[config.mk]
export PLATFORM = sky130hd
export DESIGN_NAME = fcsl_top
export DESIGN_NICKNAME = d
export VERILOG_FILES = /design/src/shared/fcsl_pkg.sv /design/src/shared/fcsl_op_if.sv /design/src/rtl/fcsl_cmd_check.sv /design/src/rtl/fcsl_op_seq.sv /design/src/rtl/fcsl_top.sv
export VERILOG_INCLUDE_DIRS = /design/src /design/src/shared
export SDC_FILE = /design/constraint.sdc
export NUM_CORES = 1
export LEC_CHECK = 0
export ABC_AREA = 1
export ABC_CLOCK_PERIOD_IN_PS = 3200
export BUFFER_PORTS_ARGS = -buffer_cell sky130_fd_sc_hd__buf_2
export CORE_UTILIZATION = 59
export CTS_CLUSTER_SIZE = 12
export DETAILED_ROUTE_END_ITERATION = 16
export PLACE_DENSITY = 0.95
export SLEW_MARGIN = 20
export SYNTH_ARGS = -nofsm -noshare
export SYNTH_HDL_FRONTEND = slang
export SYNTH_HIERARCHICAL = 1
export SYNTH_SLANG_ARGS = --single-unit
[constraint.sdc]
create_clock -name pclk -period 3.2 [get_ports pclk]
set_input_delay 0.32 -clock pclk [delete_from_list [all_inputs] [get_ports pclk]]
set_output_delay 0.32 -clock pclk [all_outputs]
set_load 0.03 [all_outputs]
[src/shared/fcsl_cfg.svh]
`ifndef FCSL_CFG_SVH
`define FCSL_CFG_SVH
// register byte offsets
`define FCSL_OFF_CTRL    12'h000
`define FCSL_OFF_CMD     12'h004
`define FCSL_OFF_STAT    12'h008
`define FCSL_OFF_PGWR    12'h01c
`define FCSL_OFF_LOCKSET 12'h020
// command word fields
`define FCSL_KEY_VALUE   8'ha5
`define FCSL_KEY_MSB     31
`define FCSL_KEY_LSB     24
`define FCSL_PAGE_MSB    23
`define FCSL_PAGE_LSB    8
`define FCSL_CODE_MSB    5
`define FCSL_CODE_LSB    0
// status bit positions
`define FCSL_ST_READY    0
`define FCSL_ST_LOCKERR  2
`define FCSL_ST_PROGERR  3
`define FCSL_ST_SECURE   4
`define FCSL_ST_QREAD    5
`define FCSL_ST_HSPEED   6
`define FCSL_ST_LOCK_LSB 16
// control bit positions (interrupt enables)
`define FCSL_CT_READY    0
`define FCSL_CT_LOCKERR  2
`define FCSL_CT_PROGERR  3
// reset values
`define FCSL_RST_CTRL    32'h0000_0000
`define FCSL_RST_CMD     32'h0000_0000
// operation timing
`define FCSL_OP_TIME_NS  1000
`define FCSL_CLK_NS      50
`define FCSL_OP_CYCLES   ((`FCSL_OP_TIME_NS + `FCSL_CLK_NS - 1) / `FCSL_CLK_NS)
`endif

[src/shared/fcsl_pkg.sv]
package fcsl_pkg;
  typedef enum logic [4:0] {
    no_operation          = 5'h00,
    write_page            = 5'h01,
    erase_page            = 5'h02,
    clear_page_buffer     = 5'h03,
    lock_region           = 5'h04,
    unlock_region         = 5'h05,
    erase_all             = 5'h06,
    write_fuse_bit        = 5'h07,
    erase_fuse_bit        = 5'h08,
    set_security          = 5'h09,
    program_fuse_byte     = 5'h0a,
    erase_all_fuses       = 5'h0b,
    quick_page_check      = 5'h0c,
    write_user_page       = 5'h0d,
    erase_user_page       = 5'h0e,
    quick_user_page_check = 5'h0f,
    high_speed_on         = 5'h10,
    high_speed_off        = 5'h11
  } fcsl_cmd_t;
endpackage

[src/shared/fcsl_op_if.sv]
`timescale 1ns/1ps
interface fcsl_op_if;
  logic       start;
  logic [4:0] code;
  logic       busy;
  logic       done;
  modport ctl (output start, output code, input busy, input done);
  modport seq (input start, input code, output busy, output done);
endinterface

[src/rtl/fcsl_cmd_check.sv]
`timescale 1ns/1ps
`include "fcsl_cfg.svh"
module fcsl_cmd_check
  import fcsl_pkg::*;
(
  // command word under test
  input  wire logic [31:0] word,
  // verdict
  output logic             key_ok,
  output logic             code_ok
);
  // key check and code range check; codes 18..63 are unused
  always_comb begin
    key_ok  = (word[`FCSL_KEY_MSB:`FCSL_KEY_LSB] == `FCSL_KEY_VALUE);
    code_ok = (word[`FCSL_CODE_MSB:`FCSL_CODE_LSB] <= 6'h11);
  end
endmodule // fcsl_cmd_check

[src/rtl/fcsl_op_seq.sv]
`timescale 1ns/1ps
`include "fcsl_cfg.svh"
module fcsl_op_seq
  import fcsl_pkg::*;
#(
  parameter int OP_CYCLES = `FCSL_OP_CYCLES
) (
  // system
  input  wire logic pclk,
  input  wire logic presetn,
  // operation handshake
  fcsl_op_if.seq    op
);
  typedef enum logic [0:0] {fcsl_idle, fcsl_run} fcsl_st_t;
  fcsl_st_t    st_q;
  logic [15:0] cnt_q;

  // stands in for the array timing: every accepted command except no_operation runs a fixed time
  always_ff @(posedge pclk or negedge presetn) begin
    if (!presetn) begin
      st_q  <= fcsl_idle;
      cnt_q <= 16'h0000;
    end else begin
      case (st_q)
        fcsl_idle: if (op.start) begin
          st_q  <= fcsl_run;
          cnt_q <= 16'(OP_CYCLES - 1);
        end
        fcsl_run: if (cnt_q == 16'h0000) st_q <= fcsl_idle;
                  else cnt_q <= cnt_q - 16'h0001;
        default: st_q <= fcsl_idle;
      endcase
    end
  end
  assign op.busy = (st_q == fcsl_run);
  assign op.done = (st_q == fcsl_run) && (cnt_q == 16'h0000);
endmodule // fcsl_op_seq

[src/rtl/fcsl_top.sv]
// Register access over APB was decided locally.
`timescale 1ns/1ps
`include "fcsl_cfg.svh"
module fcsl_top
  import fcsl_pkg::*;
#(
  parameter int PAGE_BITS   = 10,
  parameter int PAGE_SHIFT  = 8,
  parameter int REGION_SPAN = 6,
  parameter int OP_CYCLES   = `FCSL_OP_CYCLES
) (
  // apb
  input  wire logic        pclk,
  input  wire logic        presetn,
  input  wire logic        psel,
  input  wire logic        penable,
  input  wire logic        pwrite,
  input  wire logic [11:0] paddr,
  input  wire logic [31:0] pwdata,
  output logic             pready,
  output logic [31:0]      prdata,
  output logic             pslverr,
  // page buffer write from the bus fabric
  input  wire logic        pbuf_wr,
  input  wire logic [31:0] pbuf_addr,
  // fuse and array inputs
  input  wire logic [15:0] lock_fuses,
  input  wire logic        page_erased,
  // operation outputs
  output logic             op_start,
  output logic [4:0]       op_code,
  output logic [15:0]      op_arg,
  output logic [7:0]       fuse_data,
  output logic [2:0]       fuse_addr,
  output logic             irq
);
  ////////////////////////////////////////////////////////////////////////////
  fcsl_op_if op ();
  fcsl_op_seq #(.OP_CYCLES(OP_CYCLES)) u_seq (
    .pclk    (pclk),
    .presetn (presetn),
    .op      (op)
  );

  logic [31:0] ctrl_q;
  logic [15:0] page_q;
  logic [5:0]  code_q;
  logic        ready_q;
  logic        progerr_q;
  logic        lockerr_q;
  logic        secure_q;
  logic        hspeed_q;
  logic        qread_q;
  logic [15:0] lock_q;
  logic        lock_load_q;
  logic        ready_prev_q;
  logic        key_ok;
  logic        code_ok;

  function automatic logic [15:0] mask_page(input logic [15:0] v);
    mask_page = v & 16'((17'h1 << PAGE_BITS) - 17'h1);
  endfunction

  function automatic logic [3:0] region_of(input logic [15:0] pg);
    region_of = 4'(pg >> REGION_SPAN);
  endfunction

  ////////////////////////////////////////////////////////////////////////////
  // apb decode: one-wait-free slave, answer in the access phase
  logic acc;
  logic wr_cmd;
  logic rd_stat;
  assign acc     = psel && penable;
  assign wr_cmd  = acc && pwrite && (paddr == `FCSL_OFF_CMD);
  assign rd_stat = acc && !pwrite && (paddr == `FCSL_OFF_STAT);

  fcsl_cmd_check u_chk (
    .word    (pwdata),
    .key_ok  (key_ok),
    .code_ok (code_ok)
  );

  logic accept;
  logic bad_cmd;
  // busy writes and bad key/code are refused; they only raise the error flag
  assign accept  = wr_cmd && key_ok && code_ok && ready_q;
  assign bad_cmd = wr_cmd && (!key_ok || !code_ok || !ready_q);

  always_comb begin
    op.start = accept && (pwdata[4:0] != 5'h00) && !pwdata[5];
    op.code  = pwdata[4:0];
  end

  ////////////////////////////////////////////////////////////////////////////
  always_ff @(posedge pclk or negedge presetn) begin
    if (!presetn) ctrl_q <= `FCSL_RST_CTRL;
    else if (acc && pwrite && paddr == `FCSL_OFF_CTRL) ctrl_q <= pwdata;
  end

  // page field: written by command, updated by page buffer writes
  always_ff @(posedge pclk or negedge presetn) begin
    if (!presetn) page_q <= 16'h0000;
    else if (accept) page_q <= mask_page(pwdata[`FCSL_PAGE_MSB:`FCSL_PAGE_LSB]);
    else if (pbuf_wr) page_q <= mask_page(16'(pbuf_addr >> PAGE_SHIFT));
  end

  always_ff @(posedge pclk or negedge presetn) begin
    if (!presetn) code_q <= 6'h00;
    else if (accept) code_q <= pwdata[`FCSL_CODE_MSB:`FCSL_CODE_LSB];
  end

  // ready falls the cycle after acceptance of a real operation
  always_ff @(posedge pclk or negedge presetn) begin
    if (!presetn) ready_q <= 1'b1;
    else if (op.start) ready_q <= 1'b0;
    else if (op.done) ready_q <= 1'b1;
  end

  // set wins over the read clear
  always_ff @(posedge pclk or negedge presetn) begin
    if (!presetn) progerr_q <= 1'b0;
    else if (bad_cmd) progerr_q <= 1'b1;
    else if (rd_stat) progerr_q <= 1'b0;
  end

  logic lock_hit;
  always_comb begin
    lock_hit = 1'b0;
    case (fcsl_cmd_t'(op.code))
      write_page, erase_page: lock_hit = lock_q[region_of(mask_page(pwdata[23:8]))];
      default: lock_hit = 1'b0;
    endcase
  end

  always_ff @(posedge pclk or negedge presetn) begin
    if (!presetn) lockerr_q <= 1'b0;
    else if (op.start && lock_hit) lockerr_q <= 1'b1;
    else if (rd_stat) lockerr_q <= 1'b0;
  end

  // lock bits are loaded from fuses one cycle after reset release
  always_ff @(posedge pclk or negedge presetn) begin
    if (!presetn) begin
      lock_q      <= 16'h0000;
      lock_load_q <= 1'b1;
    end else if (lock_load_q) begin
      lock_q      <= lock_fuses;
      lock_load_q <= 1'b0;
    end else if (op.start && op.code == lock_region)
      lock_q[region_of(mask_page(pwdata[23:8]))] <= 1'b1;
    else if (op.start && op.code == unlock_region)
      lock_q[region_of(mask_page(pwdata[23:8]))] <= 1'b0;
    else if (op.start && op.code == erase_all_fuses)
      lock_q <= 16'h0000;
  end

  always_ff @(posedge pclk or negedge presetn) begin
    if (!presetn) secure_q <= 1'b0;
    else if (op.start && op.code == set_security) secure_q <= 1'b1;
  end

  always_ff @(posedge pclk or negedge presetn) begin
    if (!presetn) hspeed_q <= 1'b0;
    else if (op.start && op.code == high_speed_on) hspeed_q <= 1'b1;
    else if (op.start && op.code == high_speed_off) hspeed_q <= 1'b0;
  end

  always_ff @(posedge pclk or negedge presetn) begin
    if (!presetn) qread_q <= 1'b0;
    else if (op.done && (code_q[4:0] == quick_page_check || code_q[4:0] == quick_user_page_check))
      qread_q <= page_erased;
  end

  ////////////////////////////////////////////////////////////////////////////
  // operation outputs towards the array
  always_ff @(posedge pclk or negedge presetn) begin
    if (!presetn) begin
      op_start  <= 1'b0;
      op_code   <= 5'h00;
      op_arg    <= 16'h0000;
      fuse_data <= 8'h00;
      fuse_addr <= 3'h0;
    end else begin
      op_start <= op.start;
      if (op.start) begin
        op_code <= op.code;
        case (fcsl_cmd_t'(op.code))
          write_page, lock_region, unlock_region, quick_page_check,
          write_fuse_bit, erase_fuse_bit, erase_page:
            op_arg <= mask_page(pwdata[23:8]);
          default: op_arg <= 16'h0000;
        endcase
        if (op.code == program_fuse_byte) begin
          fuse_data <= pwdata[15:8];
          fuse_addr <= pwdata[18:16];
        end
      end
    end
  end

  ////////////////////////////////////////////////////////////////////////////
  logic [31:0] stat;
  always_comb begin
    stat = 32'h0000_0000;
    stat[31:`FCSL_ST_LOCK_LSB] = lock_q;
    stat[`FCSL_ST_HSPEED]  = hspeed_q;
    stat[`FCSL_ST_QREAD]   = qread_q;
    stat[`FCSL_ST_SECURE]  = secure_q;
    stat[`FCSL_ST_PROGERR] = progerr_q;
    stat[`FCSL_ST_LOCKERR] = lockerr_q;
    stat[`FCSL_ST_READY]   = ready_q;
  end

  always_ff @(posedge pclk or negedge presetn) begin
    if (!presetn) begin
      pready  <= 1'b0;
      pslverr <= 1'b0;
      prdata  <= 32'h0000_0000;
    end else begin
      pready  <= psel && !penable;
      pslverr <= 1'b0;
      prdata  <= 32'h0000_0000;
      if (psel && !penable && !pwrite) begin
        case (paddr)
          `FCSL_OFF_CTRL: prdata <= ctrl_q;
          `FCSL_OFF_CMD:  prdata <= {8'h00, page_q, 2'b00, code_q};
          `FCSL_OFF_STAT: prdata <= stat;
          default:        pslverr <= 1'b1;
        endcase
      end
    end
  end

  // interrupt from error flags and ready edge
  always_ff @(posedge pclk or negedge presetn) begin
    if (!presetn) begin
      ready_prev_q <= 1'b1;
      irq          <= 1'b0;
    end else begin
      ready_prev_q <= ready_q;
      irq <= (progerr_q && ctrl_q[`FCSL_CT_PROGERR]) ||
             (lockerr_q && ctrl_q[`FCSL_CT_LOCKERR]) ||
             (ready_q && !ready_prev_q && ctrl_q[`FCSL_CT_READY]);
    end
  end

  ////////////////////////////////////////////////////////////////////////////
  a_bad_key_flag: assert property (@(posedge pclk) disable iff (!presetn)
    wr_cmd && !key_ok |=> progerr_q) else $error("bad key not flagged");
  a_key_reads_zero: assert property (@(posedge pclk) disable iff (!presetn)
    pready && psel && !pwrite && paddr == `FCSL_OFF_CMD |-> prdata[31:24] == 8'h00)
    else $error("key field not zero");
  a_page_masked: assert property (@(posedge pclk) disable iff (!presetn)
    mask_page(page_q) == page_q) else $error("page bits not masked");
  a_ready_drops: assert property (@(posedge pclk) disable iff (!presetn)
    op.start |=> !ready_q) else $error("ready did not drop");
  a_busy_write_err: assert property (@(posedge pclk) disable iff (!presetn)
    wr_cmd && !ready_q |=> progerr_q && !op_start) else $error("busy write not refused");
  a_hs_on: assert property (@(posedge pclk) disable iff (!presetn)
    op.start && op.code == high_speed_on |=> hspeed_q) else $error("high speed not set");
  a_prog_clear: assert property (@(posedge pclk) disable iff (!presetn)
    rd_stat && !bad_cmd |=> !progerr_q) else $error("status read did not clear");
  a_lock_err: assert property (@(posedge pclk) disable iff (!presetn)
    op.start && lock_hit |=> lockerr_q) else $error("lock error missed");
  a_ready_back: assert property (@(posedge pclk) disable iff (!presetn)
    op.done |=> ready_q) else $error("ready not restored");
endmodule // fcsl_top

==> flow_summary.yaml <==
run_status:
  run_status: "finished with violations"
  violations: "negative hold slack"
synthesis:
  synth_flop_cell: "dfrtp_1"
  synth-edff-count: 0
  netlist_top_cells_area: "dfrtp_1, nand2_1, inv_1"
  ys_ff_latch: 151
  ys_warn_count: 6
  synth.top_cell.area_share_pct: 49.1
  synth_cells: 953
  synth_area_sq_um: 7540
  synth_cell_types: 40
  async_reset_ff_share_pct: 100
  postSynthAreaPerCell_sq_um: 7.91
  synth-seq-area-share_pct: 50.2
  yosys.area.top_type: "dfrtp_1"
pwr:
  power_density_nw_per_um2: 494
  ir_drop_mv: 0.298
  leakage_nw: 5.06
sta:
  finalCritPeriodShare_pct: 68.8
  final-setup-viol-count: 0
  min_period_ps: 2200
  fmax_ghz: 0.454
  whs_ps: -7.01
  skew_ps: 10.6
  slew_headroom_pct: 41.9
  drv_slew: 0
  rsz0062_at_grt: "false"
  worstMarginPinSlew_ps: 871
  hold_viol_final: 9
  finalSetupTns_ps: 0
cts:
  cts_sinks: 151
  clockBufferDepth: 2
  htree_levels: 4
  cts_tree: "done"
  path_clk_slew_ps: 60
  clk_latency_ps: 440
  root_buffer: "clkbuf_16"
  cts_setup_buffers: 0
  postCtsHoldBufs: 0
  cts_buffers: 17
  ctsResizeCount: 0
global_route:
  grt_pass1_vias: 7260
  grt_pass1_wl_um: 34800
  globalRouteOverflowTotal: 0
  grt_usage_pct: 34.7
  grt_max_degree: 99
  antenna_found_initial: 0
place:
  gp_congestion: 0.940
  dp_hpwl_um: 13500
  place_inst: 1237
  portBuffers: 138
die:
  dieArea_sq_um: 13200
  io_pins: 167
  coreArea_sq_um: 12200
  rows: 40
  die_x_um: 115
  start_util_pct: 61.8
  die_height_um: 115
final_layout:
  final_core_util_pct: 73.6
  finalNonFillerCells: 1270
  fillCellCount: 814
  seqCellArea_sq_um: 3780
  drive_gt1_share_pct: 19.3
  num-nets-final: 1188
  area_delta_synth_final_pct: 19.1
  multi_input_area_sq_um: 3050
worst_setup_path:
  critical_path_required_ps: 3560
  cp_data_arrival_time_ps: 2560
  start_kind: "register"
  path_max_fanout: 23
  setup.worst_path.end_class: "register"
  setup.worst_path.class: "reg2reg"
detailed_routing:
  drt_pass1_iterations: 8
  drt-initial-drc-count: 851
  wl_per_cell_um: 17.0
  ant_nets: 0
  dr_total_vias: 7409
  drc: 0
  totalWireLength_um: 21600
  viasPerCell: 5.83
hold_path:
  holdCritPathClass: "in2async"
flow_run:
  cap_viol_max_count: 0
## per-stage QoR
stage | area, sq um | setup slack (ps) | power [mW]
4_1_cts | 8980 | 1050 | 4.42
3_5_place_dp | 8340 | 799 | 2.27
2_1_floorplan | 7560 | 1240 | 2.13
6_report | 8980 | 998 | 4.43
5_1_grt | 8980 | 840 | 4.55
3_3_place_gp | 8340 | 833 | 2.26
## power by group
group | switching (mW) | internal [mW] | leakage, nW
sequential | 0.0368 | 1.94 | 2.02
combinational | 0.186 | 0.0872 | 2.73
clock | 0.810 | 1.37 | 0.311
## per-layer routing
metal / share of wire (%) / GRT usage, % / up-vias
met2: 47 / 54.9 / 569
li1: - / - / 3260
met4: 6.4 / 24.5 / 0
met3: 11 / 8.59 / 167
met5: 0 / 0 / -
met1: 36 / 42.0 / 3413
## registers in the layout (all words and copies together), names as in the netlist, 3 cells and up
signal and flops:
code_q 6, ctrl_q 32, fuse_addr 3, fuse_data 8
lock_q 16, op_arg 10, op_code 5, page_q 10
prdata 32, u_seq/cnt_q 16
## cells in the mapped netlist, types with 6 or more instances
| library cell | instances |
|---|---|
| a22o_1 | 16 |
| a22oi_1 | 8 |
| buf_2 | 15 |
| buf_4 | 10 |
| clkbuf_1 | 10 |
| clkinv_1 | 10 |
| dfrtp_1 | 148 |
| inv_1 | 120 |
| inv_2 | 7 |
| mux2_1 | 15 |
| nand2_1 | 280 |
| nand3_1 | 63 |
| nand4_1 | 8 |
| nor2_1 | 109 |
| o211ai_1 | 14 |
| o21ai_0 | 21 |
| o21ai_1 | 44 |
| o21ai_2 | 6 |
## cell usage in the layout, fill, tap and decap left out, drive strengths merged, types with 7 or more instances in the layout
cell    count
buf       148
o21ai      71
nor2      117
nand2     282
dfrtp     148
conb        7
mux2       15
a22o       16
clkbuf     22
a22oi       8
o211ai     14
clkinv     14
nand3      68
inv       128
nand4       9
## final cells by class
| type | count | share of cell area (%) |
|---|---|---|
| Inverter | 137 | 5.72 |
| Timing Repair Buffer | 148 | 8.73 |
| Clock inverter | 10 | 1.87 |
| Sequential cell | 151 | 42.1 |
| Multi-Input combinational cell | 633 | 33.9 |
| Tap cell | 168 | 2.34 |
| Antenna cell | 1 | 0.0279 |
| Clock buffer | 22 | 5.28 |
## worst paths after layout
kind,start,end,slack [ps],cells past startpoint
max in group asynchronous,presetn,fuse_data[4],2330,2
worst max register to register,ready_q,lock_q[15],1000,9
worst min register to register,ready_q,ready_prev_q,390,0
worst max-delay path,ready_q,lock_q[15],1000,9
worst min-delay path,presetn,u_seq/cnt_q[3],-7,1
min in group pclk,penable,pready,90,2
## worst max-delay path, stage by stage, from the launching register on
cell	delay [ps]
dfstp_2	550
inv_1	50
nor2_1	230
nand4_4	160
buf_4	260
nor2_2	200
nand3_2	300
nand2_1	160
nand2_1	100
nand2_1	110
## cell families (layout without fill, tap and decap cells)
family,after synthesis,count (layout),synth area share [%]
simple gates,486,486,27.1
buf+inv,175,317,9.76
flops,151,151,50.2
compound gates,119,119,9.99
mux,15,15,2.24
xor+xnor,5,5,0.581
fa+ha+maj,1,1,0.166
other cells,1,8,0.0497
Note: power is estimated with default switching activity, not from simulation.
